## src/logic/acm_pkg.sv

```systemverilog
// Constants, carrier structs and states for the conversion mode control block.
// Assumes a single 25 MHz clock and config bits written as plain ports.
//
// Operation
// - Each new conversion starts after a programmable delay; code 0001 gives 50 us; a start edge during conversion restarts it without the delay.
// - Start delay adds to conversion latency before data ready.
// - Chop mode reverses input polarity after the multiplexer every conversion.
// - Chop mode withholds first conversion, then outputs half the phase difference.
// - Chop output rate is one per latency; first result after twice the latency.
// - AC mode alternates bridge polarity, reverses reference, subtracts phase results.
// - Excitation drives never overlap; a gap separates each reversal.
// - Excitation drives toggle once per conversion, no faster.
// - Polarity mode 10 selects two-wire AC excitation, 11 four-wire.
// - Two-wire drives phases on GPIO0 and GPIO1; four-wire repeats them on GPIO2, GPIO3.
// - Converter clock 7.3728 MHz, except 10.24 MHz at 40000 SPS.
// - Clock source selected automatically and reported in a status bit.
// - Power-down pin low disables all but regulator and reference off; high wakes.
// - Power control bit 7 powers down core, keeps serial and reference bias.
// - Digital outputs stay driven in both power-down modes.
// - Any reset reinitialises serial, conversion control, filter and registers.
// - Every reset sets a sticky reset flag until the host clears it.
// - Start pin high when reset completes begins conversions without a command.
// - After power-on, ready output held low 2^16 clocks, then driven high.
// - First conversion begins 512 clocks after ready goes high, start pin high.
// - Ready output goes high at conversion start, low when the result is readable; stays high if start pin is high at completion.
package acm_pkg;

   // Timing
   localparam int CLK_PERIOD_NS  = 40;
   localparam int DELAY_UNIT_NS  = 50000;
   localparam int DELAY_UNIT_CYC = (DELAY_UNIT_NS + CLK_PERIOD_NS - 1) / CLK_PERIOD_NS;
   localparam int POR_WAIT_DEF   = 65536;
   localparam int START_WAIT_CYC = 512;
   localparam logic [2:0] EXC_GAP_CYC = 3'h4;
   localparam int CNT_W          = 26;

   // Field codes and positions
   localparam logic [3:0] DELAY_DEFAULT = 4'h1;
   localparam logic [1:0] POL_OFF  = 2'h0;
   localparam logic [1:0] POL_CHOP = 2'h1;
   localparam logic [1:0] POL_AC2  = 2'h2;
   localparam logic [1:0] POL_AC4  = 2'h3;
   localparam int SW_PD_BIT = 7;

   typedef struct packed {
      logic [7:0] power_control_register;
      logic [1:0] polarity_mode;
      logic [3:0] delay_code;
      logic       rate_40k;
      logic       ref_on;
   } acm_cfg_s;

   typedef struct packed {
      logic reset_flag;
      logic clk_src_ext;
      logic pd_active;
   } acm_stat_s;

   localparam acm_cfg_s CFG_RESET = '{power_control_register: 8'h00,
                                      polarity_mode: POL_OFF,
                                      delay_code: DELAY_DEFAULT,
                                      rate_40k: 1'h0,
                                      ref_on: 1'h0};

   typedef enum logic [2:0] {ST_POR, ST_SETTLE, ST_IDLE, ST_DELAY, ST_CONV} acm_state_e;

endpackage
```

## src/logic/acm_ctrl.sv

```systemverilog
// Conversion sequencing, chop and AC excitation, power-down and reset control.
// Assumes filter supplies raw_data when its conversion count runs out.
`timescale 1ns/100ps
module acm_ctrl #(
   parameter int POR_WAIT_CYC = acm_pkg::POR_WAIT_DEF
) (
   input  wire logic                     clk,
   input  wire logic                     rst_n,
   input  wire logic                     reset_pin_n,
   input  wire logic                     reset_cmd,
   input  wire logic                     start_pin,
   input  wire logic                     power_down_control,
   input  wire logic                     ext_clk_active,
   input  wire logic                     cfg_wr,
   input  acm_pkg::acm_cfg_s             cfg_wdata,
   input  wire logic                     flag_clr,
   input  wire logic [acm_pkg::CNT_W-1:0] conv_cycles,
   input  wire logic [23:0]              raw_data,
   output acm_pkg::acm_cfg_s             cfg_rdata,
   output acm_pkg::acm_stat_s            status,
   output logic                          conversion_ready_out,
   output logic [23:0]                   result_data,
   output logic                          conv_start,
   output logic                          chop_invert,
   output logic                          ref_invert,
   output logic [3:0]                    gpio_out,
   output logic [3:0]                    gpio_ac_sel,
   output logic                          analog_enable,
   output logic                          ref_enable,
   output logic                          serial_enable,
   output logic                          clk_fast_sel
);
   import acm_pkg::*;

   acm_state_e       state;
   acm_state_e       next_state;
   acm_cfg_s         cfg;
   logic [CNT_W-1:0] cnt;
   logic             start_q;
   logic             phase_rev;
   logic             have_prev;
   logic [23:0]      prev;
   logic             reset_flag;
   logic             clk_src_ext;
   logic             exc_a;
   logic             exc_b;

   // Reset sources and power state
   wire any_rst    = !rst_n || !reset_pin_n || reset_cmd;
   wire hw_pd      = !power_down_control;
   wire sw_pd      = cfg.power_control_register[SW_PD_BIT];
   wire pd         = hw_pd || sw_pd;
   wire start_rise = start_pin && !start_q;

   // Mode decode
   wire chop_on = cfg.polarity_mode == POL_CHOP;
   wire ac_mode = cfg.polarity_mode == POL_AC2 || cfg.polarity_mode == POL_AC4;
   wire ac4     = cfg.polarity_mode == POL_AC4;
   wire dual    = chop_on || ac_mode;

   // Stage lengths; start delay is code times 50 us
   wire [CNT_W-1:0] delay_cyc = CNT_W'(cfg.delay_code * DELAY_UNIT_CYC);
   wire [CNT_W-1:0] cnt_inc   = cnt + {{(CNT_W-1){1'b0}}, 1'b1};
   wire por_end    = state == ST_POR && cnt == CNT_W'(POR_WAIT_CYC - 1);
   wire settle_end = state == ST_SETTLE && cnt == CNT_W'(START_WAIT_CYC - 1);
   wire delay_end  = state == ST_DELAY && cnt_inc >= delay_cyc;
   wire conv_end   = state == ST_CONV && cnt_inc >= conv_cycles;
   wire restart    = (state == ST_DELAY || state == ST_CONV) && !pd && start_rise;
   wire cdone      = conv_end && !pd && !start_rise;

   // A conversion begins when delay state is entered, or on a restart in delay or conversion state
   wire fresh_go   = (state == ST_SETTLE && settle_end && start_pin && !pd)
                  || (state == ST_IDLE && start_pin && !pd)
                  || restart;
   wire conv_begin = fresh_go || (cdone && start_pin);
   wire cnt_clr    = next_state != state || restart;

   // Chop arithmetic: reversed phase means previous minus current
   wire [24:0] cur_x  = {raw_data[23], raw_data};
   wire [24:0] prev_x = {prev[23], prev};
   wire [24:0] dsum   = phase_rev ? prev_x - cur_x : cur_x - prev_x;
   wire [23:0] half   = dsum[24:1];
   wire withhold      = dual && !have_prev;

   // Next state; power-down beats restart, restart beats completion
   always_comb begin
      next_state = state;
      case (state)
         ST_POR: begin
            if (por_end) next_state = ST_SETTLE;
         end
         ST_SETTLE: begin
            if (settle_end) next_state = (start_pin && !pd) ? ST_DELAY : ST_IDLE;
         end
         ST_IDLE: begin
            if (start_pin && !pd) next_state = ST_DELAY;
         end
         ST_DELAY: begin
            if (pd) next_state = ST_IDLE;
            else if (delay_end && !start_rise) next_state = ST_CONV;
         end
         ST_CONV: begin
            if (pd) next_state = ST_IDLE;
            else if (cdone) next_state = start_pin ? ST_DELAY : ST_IDLE;
         end
         default: next_state = ST_IDLE;
      endcase
   end

   // State and stage counter
   always_ff @(posedge clk) begin
      if (!rst_n) begin
         state <= ST_POR;
         cnt   <= 26'h0;
      end else if (any_rst) begin
         state <= ST_SETTLE;
         cnt   <= 26'h0;
      end else begin
         state <= next_state;
         cnt   <= cnt_clr ? 26'h0 : cnt_inc;
      end
   end

   // Config held across power-down, reloaded only by reset
   always_ff @(posedge clk) begin
      if (any_rst) cfg <= CFG_RESET;
      else if (cfg_wr) cfg <= cfg_wdata;
   end

   // Sticky reset flag; a reset in the clear cycle wins
   always_ff @(posedge clk) begin
      if (any_rst) reset_flag <= 1'b1;
      else if (flag_clr) reset_flag <= 1'b0;
   end

   // Start edge and clock status
   always_ff @(posedge clk) begin
      if (any_rst) begin
         start_q      <= 1'b0;
         clk_src_ext  <= 1'b0;
         clk_fast_sel <= 1'b0;
      end else begin
         start_q      <= start_pin;
         clk_src_ext  <= ext_clk_active;
         clk_fast_sel <= cfg.rate_40k;
      end
   end

   // Chop phase and pipeline of the previous opposite-phase result
   always_ff @(posedge clk) begin
      if (any_rst || fresh_go || pd) begin
         phase_rev <= 1'b0;
         have_prev <= 1'b0;
         prev      <= 24'h0;
      end else if (cdone) begin
         phase_rev <= dual ? !phase_rev : 1'b0;
         have_prev <= dual;
         prev      <= raw_data;
      end
   end

   // Ready line: low through power-on wait, high at start, low at data if start pin is low
   always_ff @(posedge clk) begin
      if (!rst_n) begin
         conversion_ready_out <= 1'b0;
         result_data          <= 24'h0;
         conv_start           <= 1'b0;
      end else if (any_rst) begin
         conversion_ready_out <= 1'b1;
         result_data          <= 24'h0;
         conv_start           <= 1'b0;
      end else begin
         conv_start <= delay_end && !pd && !start_rise;
         if (por_end || conv_begin) conversion_ready_out <= 1'b1;
         else if (cdone && !withhold) conversion_ready_out <= 1'b0;
         if (cdone && !withhold) result_data <= dual ? half : raw_data;
      end
   end

   // Excitation drives only while a conversion sequence runs in AC mode
   wire exc_en = ac_mode && !pd && (state == ST_DELAY || state == ST_CONV);

   acm_excite u_excite (
      .clk       (clk),
      .rst_n     (!any_rst),
      .enable    (exc_en),
      .phase_rev (phase_rev),
      .phase_a   (exc_a),
      .phase_b   (exc_b)
   );

   // Pin mapping; unused pins stay driven low, never floated
   assign gpio_out    = {ac4 && exc_b, ac4 && exc_a, exc_b, exc_a};
   assign gpio_ac_sel = !ac_mode ? 4'h0 : (ac4 ? 4'hF : 4'h3);
   assign chop_invert = chop_on && phase_rev;
   assign ref_invert  = ac_mode && phase_rev;

   // Power domains; soft power-down leaves reference bias alone
   assign analog_enable = !pd;
   assign ref_enable    = !hw_pd && cfg.ref_on;
   assign serial_enable = !hw_pd;

   assign cfg_rdata = cfg;
   assign status    = '{reset_flag: reset_flag, clk_src_ext: clk_src_ext, pd_active: pd};
endmodule // acm_ctrl

```

## src/logic/acm_excite.sv

```systemverilog
// Non-overlapping bridge excitation driver.
// Assumes phase requests change at most once per conversion.
`timescale 1ns/100ps
module acm_excite (
   input  wire logic clk,
   input  wire logic rst_n,
   input  wire logic enable,
   input  wire logic phase_rev,
   output logic      phase_a,
   output logic      phase_b
);
   import acm_pkg::*;

   logic [1:0] drv;
   logic [2:0] gap;
   logic [1:0] want;

   // Requested drive pair {b, a}
   assign want = !enable ? 2'h0 : (phase_rev ? 2'h2 : 2'h1);
   assign phase_a = drv[0];
   assign phase_b = drv[1];

   // Break first, then wait the gap before making the new phase
   always_ff @(posedge clk) begin
      if (!rst_n) begin
         drv <= 2'h0;
         gap <= 3'h0;
      end else if (drv != want && drv != 2'h0) begin
         drv <= 2'h0;
         gap <= 3'h0;
      end else if (drv != want) begin
         if (want == 2'h0 || gap == EXC_GAP_CYC - 3'h1) begin
            drv <= want;
         end else begin
            gap <= gap + 3'h1;
         end
      end
   end
endmodule // acm_excite

```

## config.mk

```make
export PLATFORM = sky130hd
export DESIGN_NAME = acm_ctrl
export DESIGN_NICKNAME = d
export VERILOG_FILES = /design/src/logic/acm_pkg.sv /design/src/logic/acm_ctrl.sv /design/src/logic/acm_excite.sv
export SDC_FILE = /design/constraint.sdc
export NUM_CORES = 1
export LEC_CHECK = 0
export ABC_AREA = 0
export BUFFER_PORTS_ARGS = -buffer_cell sky130_fd_sc_hd__buf_2
export CORE_UTILIZATION = 58
export DETAILED_ROUTE_END_ITERATION = 7
export GPL_ROUTABILITY_DRIVEN = 1
export PLACE_DENSITY = 0.94
export SYNTH_ARGS = -nofsm -noshare
export SYNTH_HDL_FRONTEND = slang
export SYNTH_SLANG_ARGS = --single-unit
```

## constraint.sdc

```tcl
create_clock -name clk -period 6.13 [get_ports clk]
set_input_delay 0.9195 -clock clk [delete_from_list [all_inputs] [get_ports clk]]
set_output_delay 0.9195 -clock clk [all_outputs]
set_load 0.01 [all_outputs]
```

==> Yosys cells after proc, flatten, opt, wreduce, memory -nomap -nowiden <==
Index checks and enable logic that the tools add are counted.
{ "totals": {"reg_bits": 106, "inputBits": 75, "output_inout_bits": 59, "word_cells": 123} }
{ "op_classes": {"addsub": 4, "mul": 1, "magnitude_cmp": 2, "n_eq_ne": 12, "mux": 21, "bitwise": 2, "reduce_logical": 61} }
{ "ops": {"columns": ["operator", "n"], "rows": [
  ["24-bit by 24-bit subtractor with 25-bit output", 2],
  ["1-bit logical AND", 29],
  ["26-bit by 1-bit adder with 26-bit output (second input constant)", 1],
  ["26-bit by 16-bit equality test with 1-bit output (second input constant)", 1],
  ["26-bit by 9-bit equality test with 1-bit output (second input constant)", 1],
  ["26-bit by 15-bit greater-or-equal comparator with 1-bit output", 1],
  ["26-bit greater-or-equal comparator", 1],
  ["25-bit 2-to-1 mux", 1],
  ["24-bit 2-to-1 mux", 1],
  ["3-bit 2-to-1 mux", 7],
  ["3-bit case mux with 5 select lines", 1],
  ["1-bit logical OR", 14],
  ["4-bit by 10-bit multiplier with 14-bit output (second input constant)", 1],
  ["3-bit by 2-bit equality test with 1-bit output (second input constant)", 3],
  ["1-bit logical NOT", 9],
  ["4-bit 2-to-1 mux", 2],
  ["1-bit 2-to-1 mux", 7],
  ["2-bit equality test (second input constant)", 2],
  ["2-bit 2-to-1 mux", 2],
  ["2-bit AND reduction", 2],
  ["2-bit OR reduction", 2],
  ["3-bit by 1-bit adder with 3-bit output (second input constant)", 1],
  ["3-bit by 1-bit equality test with 1-bit output (second input constant)", 1],
  ["3-bit equality test (second input constant)", 1],
  ["9 further kinds", 10]
]} }

==> Logic depth before layout (Yosys ltp) <==
{ "logic_depth": {"depth_word": 11, "mapped_depth": 19, "depth_no_buf": 18} }

==> Hierarchy <==
A second synthesis with hierarchy kept.
{ "unflattened": {"cells_unflattened": 1104, "hier_area_um2": 8515.7} }
{ "by_module_without_submodules": {"columns": ["module", "n_inst", "cells_each", "area_each_um2", "seq_area_each_um2"], "rows": [
  ["acm_ctrl", 1, 1065, 8189.1, 2021.9],
  ["acm_excite", 1, 39, 326.6, 100.1]
]} }

==> Worst setup path before layout <==
OpenSTA, ideal clock, no wires.
{ "synth_path": {"path_type": "reg-to-reg", "from": "register cfg, in the netlist cfg_rdata[4]", "to": "register cnt[3]", "setup_time_ns": 0.080, "t_arrival_ns": 4.641, "required_ns": 6.050, "slack_ns": 1.409, "path_stages_with_launch": 20, "path_buffers": 1, "synth_period_minus_slack_ns": 4.721, "cell_sequence": "dfxtp_1 > inv_1 > fa_1 > inv_1 > ha_1 > fa_1 > a21o_1 > a21oi_1 > nor2b_1 > o21ai_0 > xnor2_1 > ha_1 > and3_1 > a221oi_1 > o211ai_1 > a2111o_1 > o21ai_2 > o2111ai_4 > buf_6 > nor3b_1"} }
{ "synth_via": {"elab_chain_len": 10} }
{ "synth_lines": {"columns": ["element", "line", "text"], "rows": [
  ["start, declared", "acm_ctrl.sv:37", "acm_cfg_s cfg;"],
  ["start signal, assigned", "acm_ctrl.sv:127", "else if (cfg_wr) cfg <= cfg_wdata;"],
  ["4-bit by 10-bit multiplier with 14-bit output", "acm_ctrl.sv:62", "wire [CNT_W-1:0] delay_cyc = CNT_W'(cfg.delay_code * DELAY_UNIT_CYC);"],
  ["26-bit by 15-bit greater-or-equal comparator with 1-bit output", "acm_ctrl.sv:66", "wire delay_end = state == ST_DELAY && cnt_inc >= delay_cyc;"],
  ["1-bit logical AND", "acm_ctrl.sv:66", null],
  ["1-bit logical AND", "acm_ctrl.sv:100", "else if (delay_end && !start_rise) next_state = ST_CONV;"],
  ["3-bit 2-to-1 mux", "acm_ctrl.sv:100", null],
  ["3-bit 2-to-1 mux", "acm_ctrl.sv:99", "if (pd) next_state = ST_IDLE;"],
  ["3-bit case mux with 5 select lines", "acm_ctrl.sv:88", "case (state)"],
  ["3-bit != test", "acm_ctrl.sv:76", "wire cnt_clr = next_state != state || restart;"],
  ["1-bit logical OR", "acm_ctrl.sv:76", null],
  ["3-bit OR reduction (no source line)", null, null],
  ["end signal, assigned", "acm_ctrl.sv:120", "cnt <= cnt_clr ? 26'h0 : cnt_inc;"],
  ["end, declared", "acm_ctrl.sv:38", "logic [CNT_W-1:0] cnt;"]
]} }
Every way passes these cells.
A chain may end at the register's enable or synchronous reset.

==> Final worst setup path <==
{ "layout_path": {"from": "register cfg, in the netlist cfg_rdata[4]", "to": "register cnt[5]"} }
The elaborated chain is that of the path after synthesis.

==> results.ini <==
[power_and_ir_drop]
p_comb_share_pct=13.4
clockPowerShare_pct=42.6
p_leak_nw=4.444
cellPowerDensity_nw_per_um2=168.4
swShare_pct=25.52
internal_power_mw=1.177
vdd_drop_max_mv=0.1358
pwr-share-seq_pct=44.0
p_sw_mw=0.4034

[placed_design]
dp_cells=1339
hpwl_mm=16.90
dpl_cell_area_sq_um=9042
gp_congestion=0.9241
placement.io_buffers=133

[worst_hold_path]
hp-class=reg -> reg

[sta]
fin_tns_setup_ns=0
setup_viol=0
max-slew-margin-rel_pct=46.07
report.final.slew_viol_count=0
rsz0062_at_grt=false
worst-slew-pin-transition_ns=0.8015
finalCritPeriodShare_pct=89.80
hold_ws_ns=0.4569
clock_skew_ns=0.01179
max_freq_mhz=181.7
post-route-min-period_ns=5.505
finalHoldViolCount=0

[critical_path]
r2r_setup_slack_ns=0.63
slowest_stage=fa_1
cp-end-kind=register
crit_path_cell_trace=inv_1 > fa_1 > inv_1 > ha_1 > fa_1 > a21o_1 > a21oi_1 > nor2b_1 > o21ai_0 > xnor2_1 > ha_1 > a21o_1 > a221oi_1 > o211ai_1 > a2111o_1 > o21ai_2 > o2111ai_4 > nor3b_1
critPathMaxFanout=26
reg2reg_from=cfg_rdata[4]$_SDFFE_PP0P_
worst_r2r_path_depth=18
crit_family=compound AO/OA/AOI/OAI gates
start_kind=register
r2r_end=cnt[5]$_SDFF_PP0_
endpoint=cnt[5]$_SDFF_PP0_
crit_type=reg -> reg
cpPeakStageDelay_ns=0.55
startpoint=cfg_rdata[4]$_SDFFE_PP0P_
crit_required_ns=6.40
cp.depth=18
cp_num_buf_inv=2
arrival_ns=5.77

[synthesis]
ys_seq_area_share_pct=25.43
yosys_register_bits=106
syn-mean-instance-area_sq_um=7.719
syn-num-nets=1263
synth.area.top_cells=dfxtp_1, ha_1, a21oi_1
yosysTopAreaCellShare_pct=25.43
yosys_warnings=0
synth_area_sq_um=8344
ys.flop_type=dfxtp_1
async_reset_ff_share_pct=0
synth_edf_count=0
ys_types=68
synth_top_area_cell=dfxtp_1
synth_cells=1081

[layout]
nNetsFinal=1352
utilization_pct=67.34
layout_common_cells=buf_2, nor2_1, dfxtp_1
drive_gt1_share_pct=14.55
layoutNonFillerInstCount=1355
final_area_sq_um=9384
syn2layout_area_growth_pct=12.46
mostFrequentLayoutCell=buf_2
num_antenna_cells=0

[outcome]
outcome=completed

[global_routing]
grt.overflow.total=0
track_usage_pct=30.76
grt_pass1_wl_mm=36.48
grt_pass1_vias=7660
grt_start_max_net_pins=36
antenna_found_initial=0

[clocking]
cts_buffers=9
cts_setup_buffers=0
htreeDepth=3
root_buffer=clkbuf_16
clk_pin_slew_ns=0.08
holdBufCountCts=0
cts_resized=0
ctsLongestPathBuffers=2
cts_tree=done
clock-sinks=106
insertion_delay_ns=0.36

[route]
via_count=8185
viasPerCell=6.041
drc=0
drt_iter0_markers=586
drtAntennaViolNets=0
wl_per_cell_microns=16.71
firstDrtPassIters=5
routed_wl_mm=22.64

[run]
maxCapViolCount=0

[floorplan]
num_io_pins=134
die_w_microns=121.9
start_util_pct=59.88
die-area_sq_um=14870
rows=43
coreArea_sq_um=13930
die_y_microns=121.9

final cells by class:
type,count,area [sq um]
repair buffers,143,740.7
clock inverters,6,112.6
clock buffers,10,229.0
multi-input cells,809,5575
fillers,1114,4551
flip-flops and latches,106,2122
inverters,101,379.1
well taps,180,225.2
tightest hold or removal path: stages, from the launching register on:
cell	delay, ns
dfxtp_1	0.31
nand2_1	0.05
a21oi_1	0.05
registers in the layout (all words and copies together) (netlist names):
signal	cells
cnt	26
prev	24
result_data	24
cfg_rdata	16
state	3
u_excite.gap	3
u_excite.drv	2
clk_fast_sel	1
clk_src_ext	1
conv_start	1
conversion_ready_out	1
have_prev	1
phase_rev	1
reset_flag	1
start_q	1
routing by layer:
layer	vias to the layer above	part of all wire (%)	global-route usage, %
met1	3814	41	37.91
met2	367	49	52.86
met5	-	0	0
met4	0	3.8	14.66
met3	75	6.4	3.839
li1	3929	-	-
synthesized netlist by cell type (5+ instances only):
| library cell | number |
|---|---|
| fa_1 | 5 |
| xor2_1 | 16 |
| ha_1 | 102 |
| a211oi_1 | 25 |
| buf_4 | 9 |
| a21oi_1 | 105 |
| nor4_1 | 9 |
| nand2b_1 | 8 |
| nor3_1 | 20 |
| clkbuf_1 | 46 |
| a21o_1 | 33 |
| o22ai_1 | 6 |
| nor3b_1 | 7 |
| buf_1 | 7 |
| inv_1 | 101 |
| and2_1 | 9 |
| dfxtp_1 | 106 |
| o211ai_1 | 18 |
| and3_1 | 11 |
| a31oi_1 | 6 |
| nor2_1 | 116 |
| o21ai_0 | 39 |
| nand3_1 | 22 |
| mux2i_1 | 24 |
| xnor2_1 | 35 |
| o31ai_1 | 6 |
| nand2_1 | 80 |
| nor2b_1 | 25 |
| nand4_1 | 14 |
| o21bai_1 | 6 |
| o21a_1 | 6 |
metrics by stage:
| stage | setup WS [ns] | power, mW |
|---|---|---|
| 3_3_place_gp | 1.052 | 0.9098 |
| 3_5_place_dp | 0.7008 | 0.9160 |
| 2_1_floorplan | 1.409 | 0.8459 |
| 6_report | 0.6252 | 1.581 |
| 4_1_cts | 0.6625 | 1.581 |
| 5_1_grt | 0.3041 | 1.633 |
kinds of logic after synthesis:
logic type	count (synthesis)	share of synthesized area, %
compound gates	289	22.48
xor+xnor	51	5.353
fa+ha+maj	107	16.49
buf+inv	166	7.992
flops	106	25.43
mux	24	2.879
simple gates	338	19.37
worst min-delay path by stage:
stage / startpoint / slack (ns) / cells after the start / end
global placement: result_data[5]$_SDFFE_PP0P_ / 0.44 / 2 / result_data[5]$_SDFFE_PP0P_
finish: result_data[3]$_SDFFE_PP0P_ / 0.46 / 2 / result_data[3]$_SDFFE_PP0P_
global route: result_data[3]$_SDFFE_PP0P_ / 0.48 / 2 / result_data[3]$_SDFFE_PP0P_
detailed placement: result_data[3]$_SDFFE_PP0P_ / 0.45 / 2 / result_data[3]$_SDFFE_PP0P_
floorplan: u_excite.gap[2]$_SDFFE_PP0P_ / 0.44 / 2 / u_excite.gap[2]$_SDFFE_PP0P_
CTS: result_data[3]$_SDFFE_PP0P_ / 0.46 / 2 / result_data[3]$_SDFFE_PP0P_
power groups by stage:
stage,clock (mW),combinational (mW),sequential [mW]
5_1_grt,0.705,0.231,0.696
6_report,0.673,0.211,0.696
2_1_floorplan,0,0.135,0.711
3_3_place_gp,0,0.198,0.712
3_5_place_dp,0,0.204,0.712
4_1_cts,0.678,0.207,0.696
Note: power is estimated with default switching activity, not from simulation.
